$ cat src/core/ifdpc_pkg.sv
// shared constants and types for the inverter frequency and duty control core
`default_nettype none
package ifdpc_pkg;
  // ==========================================================
  // clock
  localparam int CLK_HZ = 50000000;

  // ==========================================================
  // register map, byte offsets
  localparam logic [4:0] ADDR_CTRL = 5'h00;
  localparam logic [4:0] ADDR_STATUS = 5'h04;
  localparam logic [4:0] ADDR_TARGET = 5'h08;
  localparam logic [4:0] ADDR_FREQ = 5'h0c;
  localparam logic [4:0] ADDR_DUTY = 5'h10;
  localparam logic [4:0] ADDR_CURRENT = 5'h14;
  localparam int CTRL_ENABLE_BIT = 0;
  localparam int CTRL_PING_BIT = 1;
  localparam int STATUS_RUN_BIT = 0;
  localparam int STATUS_DUTY_BIT = 1;
  localparam logic [15:0] TARGET_RESET = 16'h0000;

  // ==========================================================
  // operating frequency in half-hertz units, duty in 0.01 percent units
  typedef logic [18:0] ifdpc_freq_type;
  typedef logic [12:0] ifdpc_duty_type;
  typedef logic signed [16:0] ifdpc_err_type;
  typedef logic signed [15:0] ifdpc_out_type;
  typedef enum logic [1:0] {st_off, st_freq, st_duty} ifdpc_state_type;

  localparam ifdpc_freq_type FREQ_MIN = 19'd220000;
  localparam ifdpc_freq_type FREQ_MAX = 19'd410000;
  localparam ifdpc_freq_type FREQ_PING = 19'd350000;
  localparam ifdpc_freq_type FREQ_BAND1 = 19'd280000;
  localparam ifdpc_freq_type FREQ_BAND2 = 19'd320000;
  localparam ifdpc_freq_type FREQ_BAND3 = 19'd360000;
  localparam logic [3:0] STEP_BAND0 = 4'h3;
  localparam logic [3:0] STEP_BAND1 = 4'h4;
  localparam logic [3:0] STEP_BAND2 = 4'h6;
  localparam logic [3:0] STEP_BAND3 = 4'ha;
  localparam ifdpc_duty_type DUTY_MAX = 13'd5000;
  localparam ifdpc_duty_type DUTY_MIN = 13'd1000;

  // ==========================================================
  // loop gains; integral is kept in units of one twentieth
  localparam int KP = 10;
  localparam int KI_DIV = 20;
  localparam int LOOP_MS = 1;
  localparam int I_LIMIT = 3000;
  localparam int OUT_LIMIT = 20000;
  localparam int DIV_MUL = (65536 + KI_DIV - 1) / KI_DIV;

  // ==========================================================
  // phase accumulator scaling
  localparam logic [21:0] TUNE_K = 22'((64'd1 << 48) / (64'd2 * 64'(CLK_HZ)));
  localparam logic [18:0] DUTY_K = 19'((64'd1 << 32) / 64'd10000);
endpackage
`default_nettype wire

$ cat src/core/ifdpc_link_if.sv
// links the control core to its loop filter and drive generator
`timescale 1ns/1ns
`default_nettype none
interface ifdpc_link_if;
  import ifdpc_pkg::*;
  logic pid_start;
  logic pid_clear;
  ifdpc_err_type pid_error;
  logic pid_done;
  ifdpc_out_type pid_out;
  logic pwm_run;
  ifdpc_freq_type pwm_freq;
  ifdpc_duty_type pwm_duty;
  logic drive_a;
  logic drive_b;
  modport ctl (output pid_start, pid_clear, pid_error, pwm_run, pwm_freq, pwm_duty,
    input pid_done, pid_out, drive_a, drive_b);
  modport pid (input pid_start, pid_clear, pid_error, output pid_done, pid_out);
  modport pwm (input pwm_run, pwm_freq, pwm_duty, output drive_a, drive_b);
endinterface
`default_nettype wire

$ cat src/core/ifdpc_core.sv
// inverter frequency and duty control core with avalon register slave
//
// Our own choices: the address map and the Avalon-MM register port.
`timescale 1ns/1ns
`default_nettype none
module ifdpc_core import ifdpc_pkg::*; (
  input wire logic sys_clk,
  input wire logic sys_rst,
  input wire logic [4:0] avs_address,
  input wire logic avs_read,
  input wire logic avs_write,
  input wire logic [31:0] avs_writedata,
  input wire logic [3:0] avs_byteenable,
  output logic [31:0] avs_readdata,
  output logic avs_waitrequest,
  input wire logic [15:0] meas_current,
  input wire logic meas_valid,
  output logic drive_a,
  output logic drive_b
);
  ifdpc_link_if link ();

  ifdpc_pid u_pid (
    .sys_clk(sys_clk),
    .sys_rst(sys_rst),
    .link(link.pid)
  );

  ifdpc_pwm u_pwm (
    .sys_clk(sys_clk),
    .sys_rst(sys_rst),
    .link(link.pwm)
  );

  // ==========================================================
  // register slave state
  logic [31:0] readdata;
  logic [31:0] next_readdata;
  logic waitreq;
  logic next_waitreq;
  logic enable;
  logic next_enable;
  // ping is a one-cycle strobe and never reads back
  logic ping_req;
  logic next_ping_req;
  logic [15:0] target;
  logic [15:0] next_target;
  logic wr_take;

  // ==========================================================
  // control state
  ifdpc_state_type state;
  ifdpc_state_type next_state;
  ifdpc_freq_type freq;
  ifdpc_freq_type next_freq;
  ifdpc_duty_type duty;
  ifdpc_duty_type next_duty;
  logic [15:0] meas;
  logic [15:0] next_meas;
  ifdpc_err_type error;
  ifdpc_err_type next_error;
  logic pid_start;
  logic next_pid_start;
  logic pid_clear;
  logic next_pid_clear;
  logic run;
  logic next_run;

  // ==========================================================
  // avalon slave: waitrequest drops for one cycle, one cycle after a request
  // one wait state keeps read data a plain register, at two cycles per access
  assign wr_take = avs_write && !waitreq;

  always_comb begin
    next_waitreq = 1'b1;
    if ((avs_read || avs_write) && waitreq) begin
      next_waitreq = 1'b0;
    end
    next_readdata = readdata;
    next_enable = enable;
    next_target = target;
    next_ping_req = 1'b0;
    // ==========================================================
    // readback, captured while waitrequest is still high
    if (avs_read && waitreq) begin
      case (avs_address)
        ADDR_CTRL: begin
          next_readdata = 32'(enable) << CTRL_ENABLE_BIT;
        end
        ADDR_STATUS: begin
          next_readdata = (32'(state != st_off) << STATUS_RUN_BIT)
            | (32'(state == st_duty) << STATUS_DUTY_BIT);
        end
        ADDR_TARGET: begin
          next_readdata = 32'(target);
        end
        ADDR_FREQ: begin
          next_readdata = 32'(freq);
        end
        ADDR_DUTY: begin
          next_readdata = 32'(duty);
        end
        ADDR_CURRENT: begin
          next_readdata = 32'(meas);
        end
        default: begin
          next_readdata = 32'h00000000;
        end
      endcase
    end

    // ==========================================================
    // register writes land at the edge that answers them
    if (wr_take) begin
      case (avs_address)
        ADDR_CTRL: begin
          if (avs_byteenable[0]) begin
            next_enable = avs_writedata[CTRL_ENABLE_BIT];
            next_ping_req = avs_writedata[CTRL_PING_BIT];
          end
        end
        ADDR_TARGET: begin
          if (avs_byteenable[0]) begin
            next_target[7:0] = avs_writedata[7:0];
          end
          if (avs_byteenable[1]) begin
            next_target[15:8] = avs_writedata[15:8];
          end
        end
        default: begin
          next_target = target;
        end
      endcase
    end
  end

  always_ff @(posedge sys_clk) begin
    if (sys_rst) begin
      waitreq <= 1'b1;
      readdata <= 32'h00000000;
      enable <= 1'b0;
      ping_req <= 1'b0;
      target <= TARGET_RESET;
    end else begin
      waitreq <= next_waitreq;
      readdata <= next_readdata;
      enable <= next_enable;
      ping_req <= next_ping_req;
      target <= next_target;
    end
  end

  // ==========================================================
  // power control: sample, run the loop, apply one correction per sample
  always_comb begin
    logic [3:0] f_step;
    logic signed [21:0] f_delta;
    logic signed [22:0] f_cand;
    logic signed [17:0] d_cand;
    f_step = STEP_BAND3;
    f_delta = 22'sd0;
    f_cand = 23'sd0;
    d_cand = 18'sd0;
    next_state = state;
    next_freq = freq;
    next_duty = duty;
    next_meas = meas;
    next_error = error;
    next_pid_start = 1'b0;
    next_pid_clear = 1'b0;
    if (meas_valid) begin
      next_meas = meas_current;
    end
    if (freq < FREQ_BAND1) begin
      f_step = STEP_BAND0;
    end else if (freq < FREQ_BAND2) begin
      f_step = STEP_BAND1;
    end else if (freq < FREQ_BAND3) begin
      f_step = STEP_BAND2;
    end
    // positive loop output means too much power
    f_delta = 22'(link.pid_out * $signed({1'b0, f_step}));
    f_cand = $signed({4'h0, freq}) + 23'(f_delta);
    d_cand = $signed({5'h00, duty}) - 18'(link.pid_out);

    // ==========================================================
    // mode decisions; integral carries over a mode switch so the handover is smooth
    case (state)
      st_off: begin
        if (enable && ping_req) begin
          next_state = st_freq;
          next_freq = FREQ_PING;
          next_duty = DUTY_MAX;
          next_pid_clear = 1'b1;
        end
      end
      st_freq, st_duty: begin
        // dropping enable stops the bridge at once, even mid correction
        if (!enable) begin
          next_state = st_off;
        end else if (ping_req) begin
          // a ping while running starts over from the ping point
          next_state = st_freq;
          next_freq = FREQ_PING;
          next_duty = DUTY_MAX;
          next_pid_clear = 1'b1;
        end else begin
          if (meas_valid) begin
            next_error = 17'($signed({1'b0, meas_current}) - $signed({1'b0, target}));
            next_pid_start = 1'b1;
          end
          if (link.pid_done && state == st_freq) begin
            if (freq == FREQ_MAX && link.pid_out > 16'sh0000) begin
              next_state = st_duty;
              if (d_cand < $signed({5'h00, DUTY_MIN})) begin
                next_duty = DUTY_MIN;
              end else begin
                next_duty = 13'(d_cand);
              end
            end else if (f_cand > $signed({4'h0, FREQ_MAX})) begin
              next_freq = FREQ_MAX;
            end else if (f_cand < $signed({4'h0, FREQ_MIN})) begin
              next_freq = FREQ_MIN;
            end else begin
              next_freq = 19'(f_cand);
            end
          end else if (link.pid_done) begin
            if (d_cand >= $signed({5'h00, DUTY_MAX})) begin
              next_duty = DUTY_MAX;
              next_state = st_freq;
            end else if (d_cand < $signed({5'h00, DUTY_MIN})) begin
              next_duty = DUTY_MIN;
            end else begin
              next_duty = 13'(d_cand);
            end
          end
        end
      end
      default: begin
        next_state = st_off;
      end
    endcase

    // ==========================================================
    // duty below half only ever stands at the top frequency
    if (next_state != st_duty) begin
      next_duty = DUTY_MAX;
    end else begin
      next_freq = FREQ_MAX;
    end
    next_run = (next_state != st_off);
  end

  always_ff @(posedge sys_clk) begin
    if (sys_rst) begin
      state <= st_off;
      freq <= FREQ_PING;
      duty <= DUTY_MAX;
      meas <= 16'h0000;
      error <= 17'sh00000;
      pid_start <= 1'b0;
      pid_clear <= 1'b0;
      run <= 1'b0;
    end else begin
      state <= next_state;
      freq <= next_freq;
      duty <= next_duty;
      meas <= next_meas;
      error <= next_error;
      pid_start <= next_pid_start;
      pid_clear <= next_pid_clear;
      run <= next_run;
    end
  end

  // ==========================================================
  // links to the loop filter and the drive generator
  assign link.pid_start = pid_start;
  assign link.pid_clear = pid_clear;
  assign link.pid_error = error;
  assign link.pwm_run = run;
  assign link.pwm_freq = freq;
  assign link.pwm_duty = duty;
  // drives come straight from the generator's flip-flops
  assign drive_a = link.drive_a;
  assign drive_b = link.drive_b;
  assign avs_readdata = readdata;
  assign avs_waitrequest = waitreq;
endmodule
`default_nettype wire

$ cat src/core/ifdpc_pid.sv
// proportional-integral loop filter with clamped integral and output
`timescale 1ns/1ns
`default_nettype none
module ifdpc_pid import ifdpc_pkg::*; (
  input wire logic sys_clk,
  input wire logic sys_rst,
  ifdpc_link_if.pid link
);
  logic signed [31:0] integ;
  logic signed [31:0] next_integ;
  ifdpc_out_type out;
  ifdpc_out_type next_out;
  logic done;
  logic next_done;

  // ==========================================================
  // loop arithmetic; derivative gain is zero so no history is kept
  always_comb begin
    logic signed [31:0] e32;
    logic signed [31:0] i_sum;
    logic signed [31:0] o20;
    logic signed [47:0] o_scaled;
    e32 = 32'(link.pid_error);
    i_sum = integ + e32 * 32'(LOOP_MS);
    o20 = 32'sd0;
    o_scaled = 48'sd0;
    next_integ = integ;
    next_out = out;
    next_done = 1'b0;
    if (link.pid_clear) begin
      next_integ = 32'sd0;
      next_out = 16'sh0000;
    end else if (link.pid_start) begin
      if (i_sum > 32'(I_LIMIT * KI_DIV)) begin
        i_sum = 32'(I_LIMIT * KI_DIV);
      end else if (i_sum < -32'(I_LIMIT * KI_DIV)) begin
        i_sum = -32'(I_LIMIT * KI_DIV);
      end
      o20 = e32 * 32'(KP * KI_DIV) + i_sum;
      // multiply-shift stands in for a divide by the integral scale
      o_scaled = (48'(o20) * 48'(DIV_MUL)) >>> 16;
      if (o_scaled > 48'(OUT_LIMIT)) begin
        next_out = 16'(OUT_LIMIT);
      end else if (o_scaled < -48'(OUT_LIMIT)) begin
        next_out = -16'(OUT_LIMIT);
      end else begin
        next_out = 16'(o_scaled);
      end
      next_integ = i_sum;
      next_done = 1'b1;
    end
  end

  always_ff @(posedge sys_clk) begin
    if (sys_rst) begin
      integ <= 32'sd0;
      out <= 16'sh0000;
      done <= 1'b0;
    end else begin
      integ <= next_integ;
      out <= next_out;
      done <= next_done;
    end
  end

  assign link.pid_out = out;
  assign link.pid_done = done;
endmodule
`default_nettype wire

$ cat src/core/ifdpc_pwm.sv
// phase accumulator drive generator for the two bridge legs
`timescale 1ns/1ns
`default_nettype none
module ifdpc_pwm import ifdpc_pkg::*; (
  input wire logic sys_clk,
  input wire logic sys_rst,
  ifdpc_link_if.pwm link
);
  logic [31:0] phase;
  logic [31:0] next_phase;
  logic [31:0] tune;
  logic [31:0] next_tune;
  logic [31:0] thr;
  logic [31:0] next_thr;
  logic drv_a;
  logic next_drv_a;
  logic drv_b;
  logic next_drv_b;

  // ==========================================================
  // fractional phase steps give far finer than one-cycle period steps
  always_comb begin
    logic [40:0] prod;
    logic [31:0] phase_b;
    prod = 41'(link.pwm_freq) * 41'(TUNE_K);
    phase_b = {~phase[31], phase[30:0]};
    next_tune = 32'(prod[40:16]);
    next_thr = 32'(link.pwm_duty) * 32'(DUTY_K);
    next_phase = link.pwm_run ? phase + tune : 32'h00000000;
    // leg b is leg a shifted half a period, so the bridge stays balanced
    next_drv_a = link.pwm_run && (phase < thr);
    next_drv_b = link.pwm_run && (phase_b < thr);
  end

  always_ff @(posedge sys_clk) begin
    if (sys_rst) begin
      phase <= 32'h00000000;
      tune <= 32'h00000000;
      thr <= 32'h00000000;
      drv_a <= 1'b0;
      drv_b <= 1'b0;
    end else begin
      phase <= next_phase;
      tune <= next_tune;
      thr <= next_thr;
      drv_a <= next_drv_a;
      drv_b <= next_drv_b;
    end
  end

  assign link.drive_a = drv_a;
  assign link.drive_b = drv_b;
endmodule
`default_nettype wire

$ cat config.mk
export PLATFORM = sky130hd
export DESIGN_NAME = ifdpc_core
export DESIGN_NICKNAME = d
export VERILOG_FILES = /design/src/core/ifdpc_pkg.sv /design/src/core/ifdpc_link_if.sv /design/src/core/ifdpc_core.sv /design/src/core/ifdpc_pid.sv /design/src/core/ifdpc_pwm.sv
export SDC_FILE = /design/constraint.sdc
export NUM_CORES = 2
export LEC_CHECK = 0
export BUFFER_PORTS_ARGS = -buffer_cell sky130_fd_sc_hd__buf_2
export CAP_MARGIN = 10
export CORE_ASPECT_RATIO = 1.25
export CORE_MARGIN = 2
export CORE_UTILIZATION = 35
export CTS_CLUSTER_DIAMETER = 150
export CTS_CLUSTER_SIZE = 25
export DETAILED_ROUTE_END_ITERATION = 8
export GPL_ROUTABILITY_DRIVEN = 0
export GPL_TIMING_DRIVEN = 1
export SLEW_MARGIN = 30
export SYNTH_ARGS = -nofsm -noshare
export SYNTH_HDL_FRONTEND = slang
export SYNTH_HIERARCHICAL = 1
export SYNTH_SLANG_ARGS = --single-unit
$ cat constraint.sdc
create_clock -name sys_clk -period 15.2 [get_ports sys_clk]
set_input_delay 3.04 -clock sys_clk [delete_from_list [all_inputs] [get_ports sys_clk]]
set_output_delay 3.04 -clock sys_clk [all_outputs]
set_load 0.02 [all_outputs]
==> results.json <==
{
  "wl_per_cell_um": 18.2,
  "setup.worst_path.end_class": "flop",
  "met3_length_um": 3730,
  "drc_errors": 0,
  "grt_pass1_wl_um": 183000,
  "drt-total-wl_um": 116000,
  "fp.dieW_um": 309,
  "synthDistinctLibCells": 107,
  "finalCriticalPeriod_ps": 14300,
  "synth_seq_cells": 245,
  "drt_iter0_drc": 1812,
  "dp.final_hpwl_um": 98300,
  "netSwitchingFraction_pct": 27.4,
  "die_h_um": 385,
  "final_cell_area_sq_um": 43500,
  "crit_fanout": 7,
  "reg2reg_from": "error[0]$_SDFFE_PP0P_",
  "worst_ep_arrival_time_ps": 14740,
  "min_period_over_period_pct": 94.1,
  "grt_max_degree": 70,
  "synth_edf_count": 0,
  "routed-wl-met2_um": 57700,
  "num_rows": 139,
  "worstSetupPathType": "reg -> reg",
  "power_frac_seq_pct": 54.7,
  "clkTransAtPathRegs_ps": 110,
  "grt_pass1_vias": 33800,
  "netlist_area_sq_um": 40700,
  "fin_skew_ps": 31.7,
  "antenna_found_initial": 8,
  "max_slew.worst_pin.slew_ps": 982,
  "leakagePower_nw": 22.3,
  "status": "finished, final reports clean",
  "p_int_mw": 0.867,
  "p_clk_share_pct": 39.2,
  "htreeDepth": 1,
  "die-area_sq_um": 119000,
  "clk_path_buf_depth": 3,
  "postSynthAreaPerCell_sq_um": 8.55,
  "synthFlopType": "dfxtp_1",
  "switchingPower_mw": 0.327,
  "drv_cap": 0,
  "top_layer": "met5",
  "detail-route-antenna-nets": 0,
  "wl_met1_um": 48300,
  "vias": 33000,
  "ir_drop_v": 0.0000718,
  "drive_gt1_share_pct": 5.31,
  "syn_inst": 4765,
  "clock_sinks": 245,
  "synthToLayoutAreaGrowth_pct": 6.90,
  "hold_start": "avs_readdata[0]$_SDFFE_PP0P_",
  "maxSlewHeadroom_pct": 34.5,
  "setup_viol": 0,
  "cts_buffers": 15,
  "max_freq_mhz": 69.9,
  "yosysSeqAreaShare_pct": 12.0,
  "start_util_pct": 35.4,
  "power_frac_comb_pct": 6.1,
  "portBuffers": 65,
  "finalSetupTns_ps": 0,
  "fin_nets": 5941,
  "num-fill-cells": 11900,
  "ios": 97,
  "cts_tree": "yes",
  "async_flop_share_pct": 0,
  "clk_latency_ps": 560,
  "hold_violations": 0,
  "crit_top_cell": "a21oi_1",
  "startpoint": "error[0]$_SDFFE_PP0P_",
  "worstPathRequired_ps": 15650,
  "cp-start-kind": "flop",
  "vias_per_cell": 5.19,
  "worstHoldPathType": "reg -> reg",
  "placed_area_sq_um": 43000,
  "power_per_cell_area_nw_per_um2": 27.4,
  "fin_util_pct": 37.8,
  "cts_root_buffer": "clkbuf_16",
  "crit_slowest_cell": "or4_4",
  "design.core.area_sq_um": 115000,
  "rsz0062_at_grt": "no",
  "finalMaxSlewViolations": 0,
  "yosysWarnings": 6,
  "cts_hold_buf": 0,
  "grt_usage_pct": 19.4,
  "slowest_delay_ps": 660,
  "grt_remaining_overflow": 0,
  "first_pass_iters": 8
}
-- power by group through the flow --
stage	logic [mW]	clock network, mW	registers (mW)
3_5_place_dp	0.0712	0	0.668
3_3_place_gp	0.0705	0	0.668
6_report	0.0725	0.468	0.654
4_1_cts	0.0716	0.486	0.654
5_1_grt	0.0786	0.503	0.654
2_1_floorplan	0.0469	0	0.667
-- synth_stat cells (13+ instances only) --
cell,n,area share [%]
inv_1,911,8.4
ha_1,661,20
fa_1,421,21
nor2_1,328,3.0
a21oi_1,281,3.5
dfxtp_1,245,12
nand2_1,214,2.0
o21ai_0,148,1.8
a21o_1,146,2.7
xnor2_1,125,2.7
xor2_1,103,2.2
clkbuf_1,95,0.88
nor3_1,87,1.1
mux2i_1,71,1.7
nand3_1,63,0.77
nor2b_1,54,0.83
o21a_1,51,0.94
and3_1,47,0.72
nand2b_1,46,0.71
nand4_1,46,0.71
and2_1,41,0.63
a211oi_1,37,0.68
a31oi_1,36,0.55
o21bai_1,34,0.63
o211ai_1,31,0.57
a22oi_1,26,0.48
a21boi_0,24,0.44
o31ai_1,24,0.44
or3_1,21,0.32
nor4_1,19,0.29
or2_2,19,0.29
a221oi_1,18,0.39
a31o_2,15,0.32
a22o_1,13,0.28
buf_4,13,0.24
-- logic make-up after synthesis --
| family | Yosys count | synth area share [%] |
|---|---|---|
| AOI/OAI and AO/OA | 1038 | 17.5 |
| xor gates and xnor gates | 230 | 5.00 |
| adders and majority gates | 1082 | 41.0 |
| buffers and inverters | 1039 | 9.73 |
| DFF | 245 | 12.0 |
| muxes | 78 | 1.94 |
| other | 1 | 0.00921 |
| and+or+nand+nor | 1052 | 12.8 |
-- worst max-delay path, delay by kind of cell (launching register included) --
kind	cells	cell delay, ps
adder cells (fa/ha/maj)	9	3540
buffers and inverters	5	610
flip-flops	1	360
AO/OA/AOI/OAI	24	5580
multiplexers	1	380
AND/OR/NAND/NOR	11	3200
XOR/XNOR	2	490
-- registers in the layout (all words and copies together) (netlist names) --
name                 flops
u_pid/link.pid_done      1
duty                    13
target                  16
error                   17
ping_req                 1
u_pid/link.pid_out      16
avs_readdata            19
u_pid/integ             32
freq                    19
enable                   1
meas                    16
u_pwm/tune              25
u_pwm/link.drive_a       1
link.pid_clear           1
link.pid_start           1
link.pwm_run             1
state                    2
u_pwm/thr               29
avs_waitrequest          1
u_pwm/link.drive_b       1
u_pwm/phase             32
-- final timing paths --
kind | endpoint | slack [ps] | depth (start not counted)
hold / removal | avs_readdata[0]$_SDFFE_PP0P_ | 470 | 2
setup reg to reg | u_pid/link.pid_out[13]$_SDFFE_PP0P_ | 900 | 52
setup / recovery | u_pid/link.pid_out[13]$_SDFFE_PP0P_ | 900 | 52
hold reg to reg | avs_readdata[0]$_SDFFE_PP0P_ | 470 | 2
-- area by class of cell --
type                       instances  area, sq um  share of cell area, %
multi-input combinational       3493        32000                   73.4
sequential                       245         4910                   11.3
inverter                         911         3420                   7.86
tap                             1551         1940                   4.46
timing repair buffer             131          823                   1.89
clock buffer                      16          389                  0.894
clock inverter                     6         77.6                  0.178
antenna                            1         2.50                0.00575
-- per-layer routing --
metal	vias up	track usage (%)
li1	16100	-
met1	16000	22.9
met2	626	35.4
met3	224	1.84
met4	12	8.25
met5	-	0
-- what timing repair did --
item,CTS,global route
gates resized for setup,0,6
hold endpoints to repair,0,0
endpoints found under the setup margin,0,15
buffers inserted,0,8
-- placed cells by master, fill, tap and decap left out, types with 17 or more instances in the layout --
cell type	instances
a211oi_1	37
a21boi_0	24
a21o_1	146
a21oi_1	280
a221oi_1	18
a22oi_1	26
a31oi_1	36
and2_1	41
and3_1	46
buf_2	64
buf_4	67
dfxtp_1	244
fa_1	421
ha_1	661
inv_1	910
mux2i_1	71
nand2_1	214
nand2b_1	46
nand3_1	63
nand4_1	46
nor2_1	327
nor2b_1	53
nor3_1	86
nor4_1	17
o211ai_1	31
o21a_1	51
o21ai_0	148
o21bai_1	34
o31ai_1	23
or2_2	19
or3_1	21
xnor2_1	125
xor2_1	103
-- per-stage QoR --
| step | setup slack [ps] | total power, mW | instances | hold WS, ps |
|---|---|---|---|---|
| 2_1_floorplan | 1730 | 0.714 | 4777 | 454 |
| 3_3_place_gp | 675 | 0.739 | 6323 | 430 |
| 3_5_place_dp | 703 | 0.740 | 6323 | 444 |
| 4_1_cts | 608 | 1.21 | 6345 | 470 |
| 5_1_grt | 53.5 | 1.24 | 6353 | 487 |
| 6_report | 903 | 1.19 | 6354 | 468 |
Power figures use the tool's default switching activity.
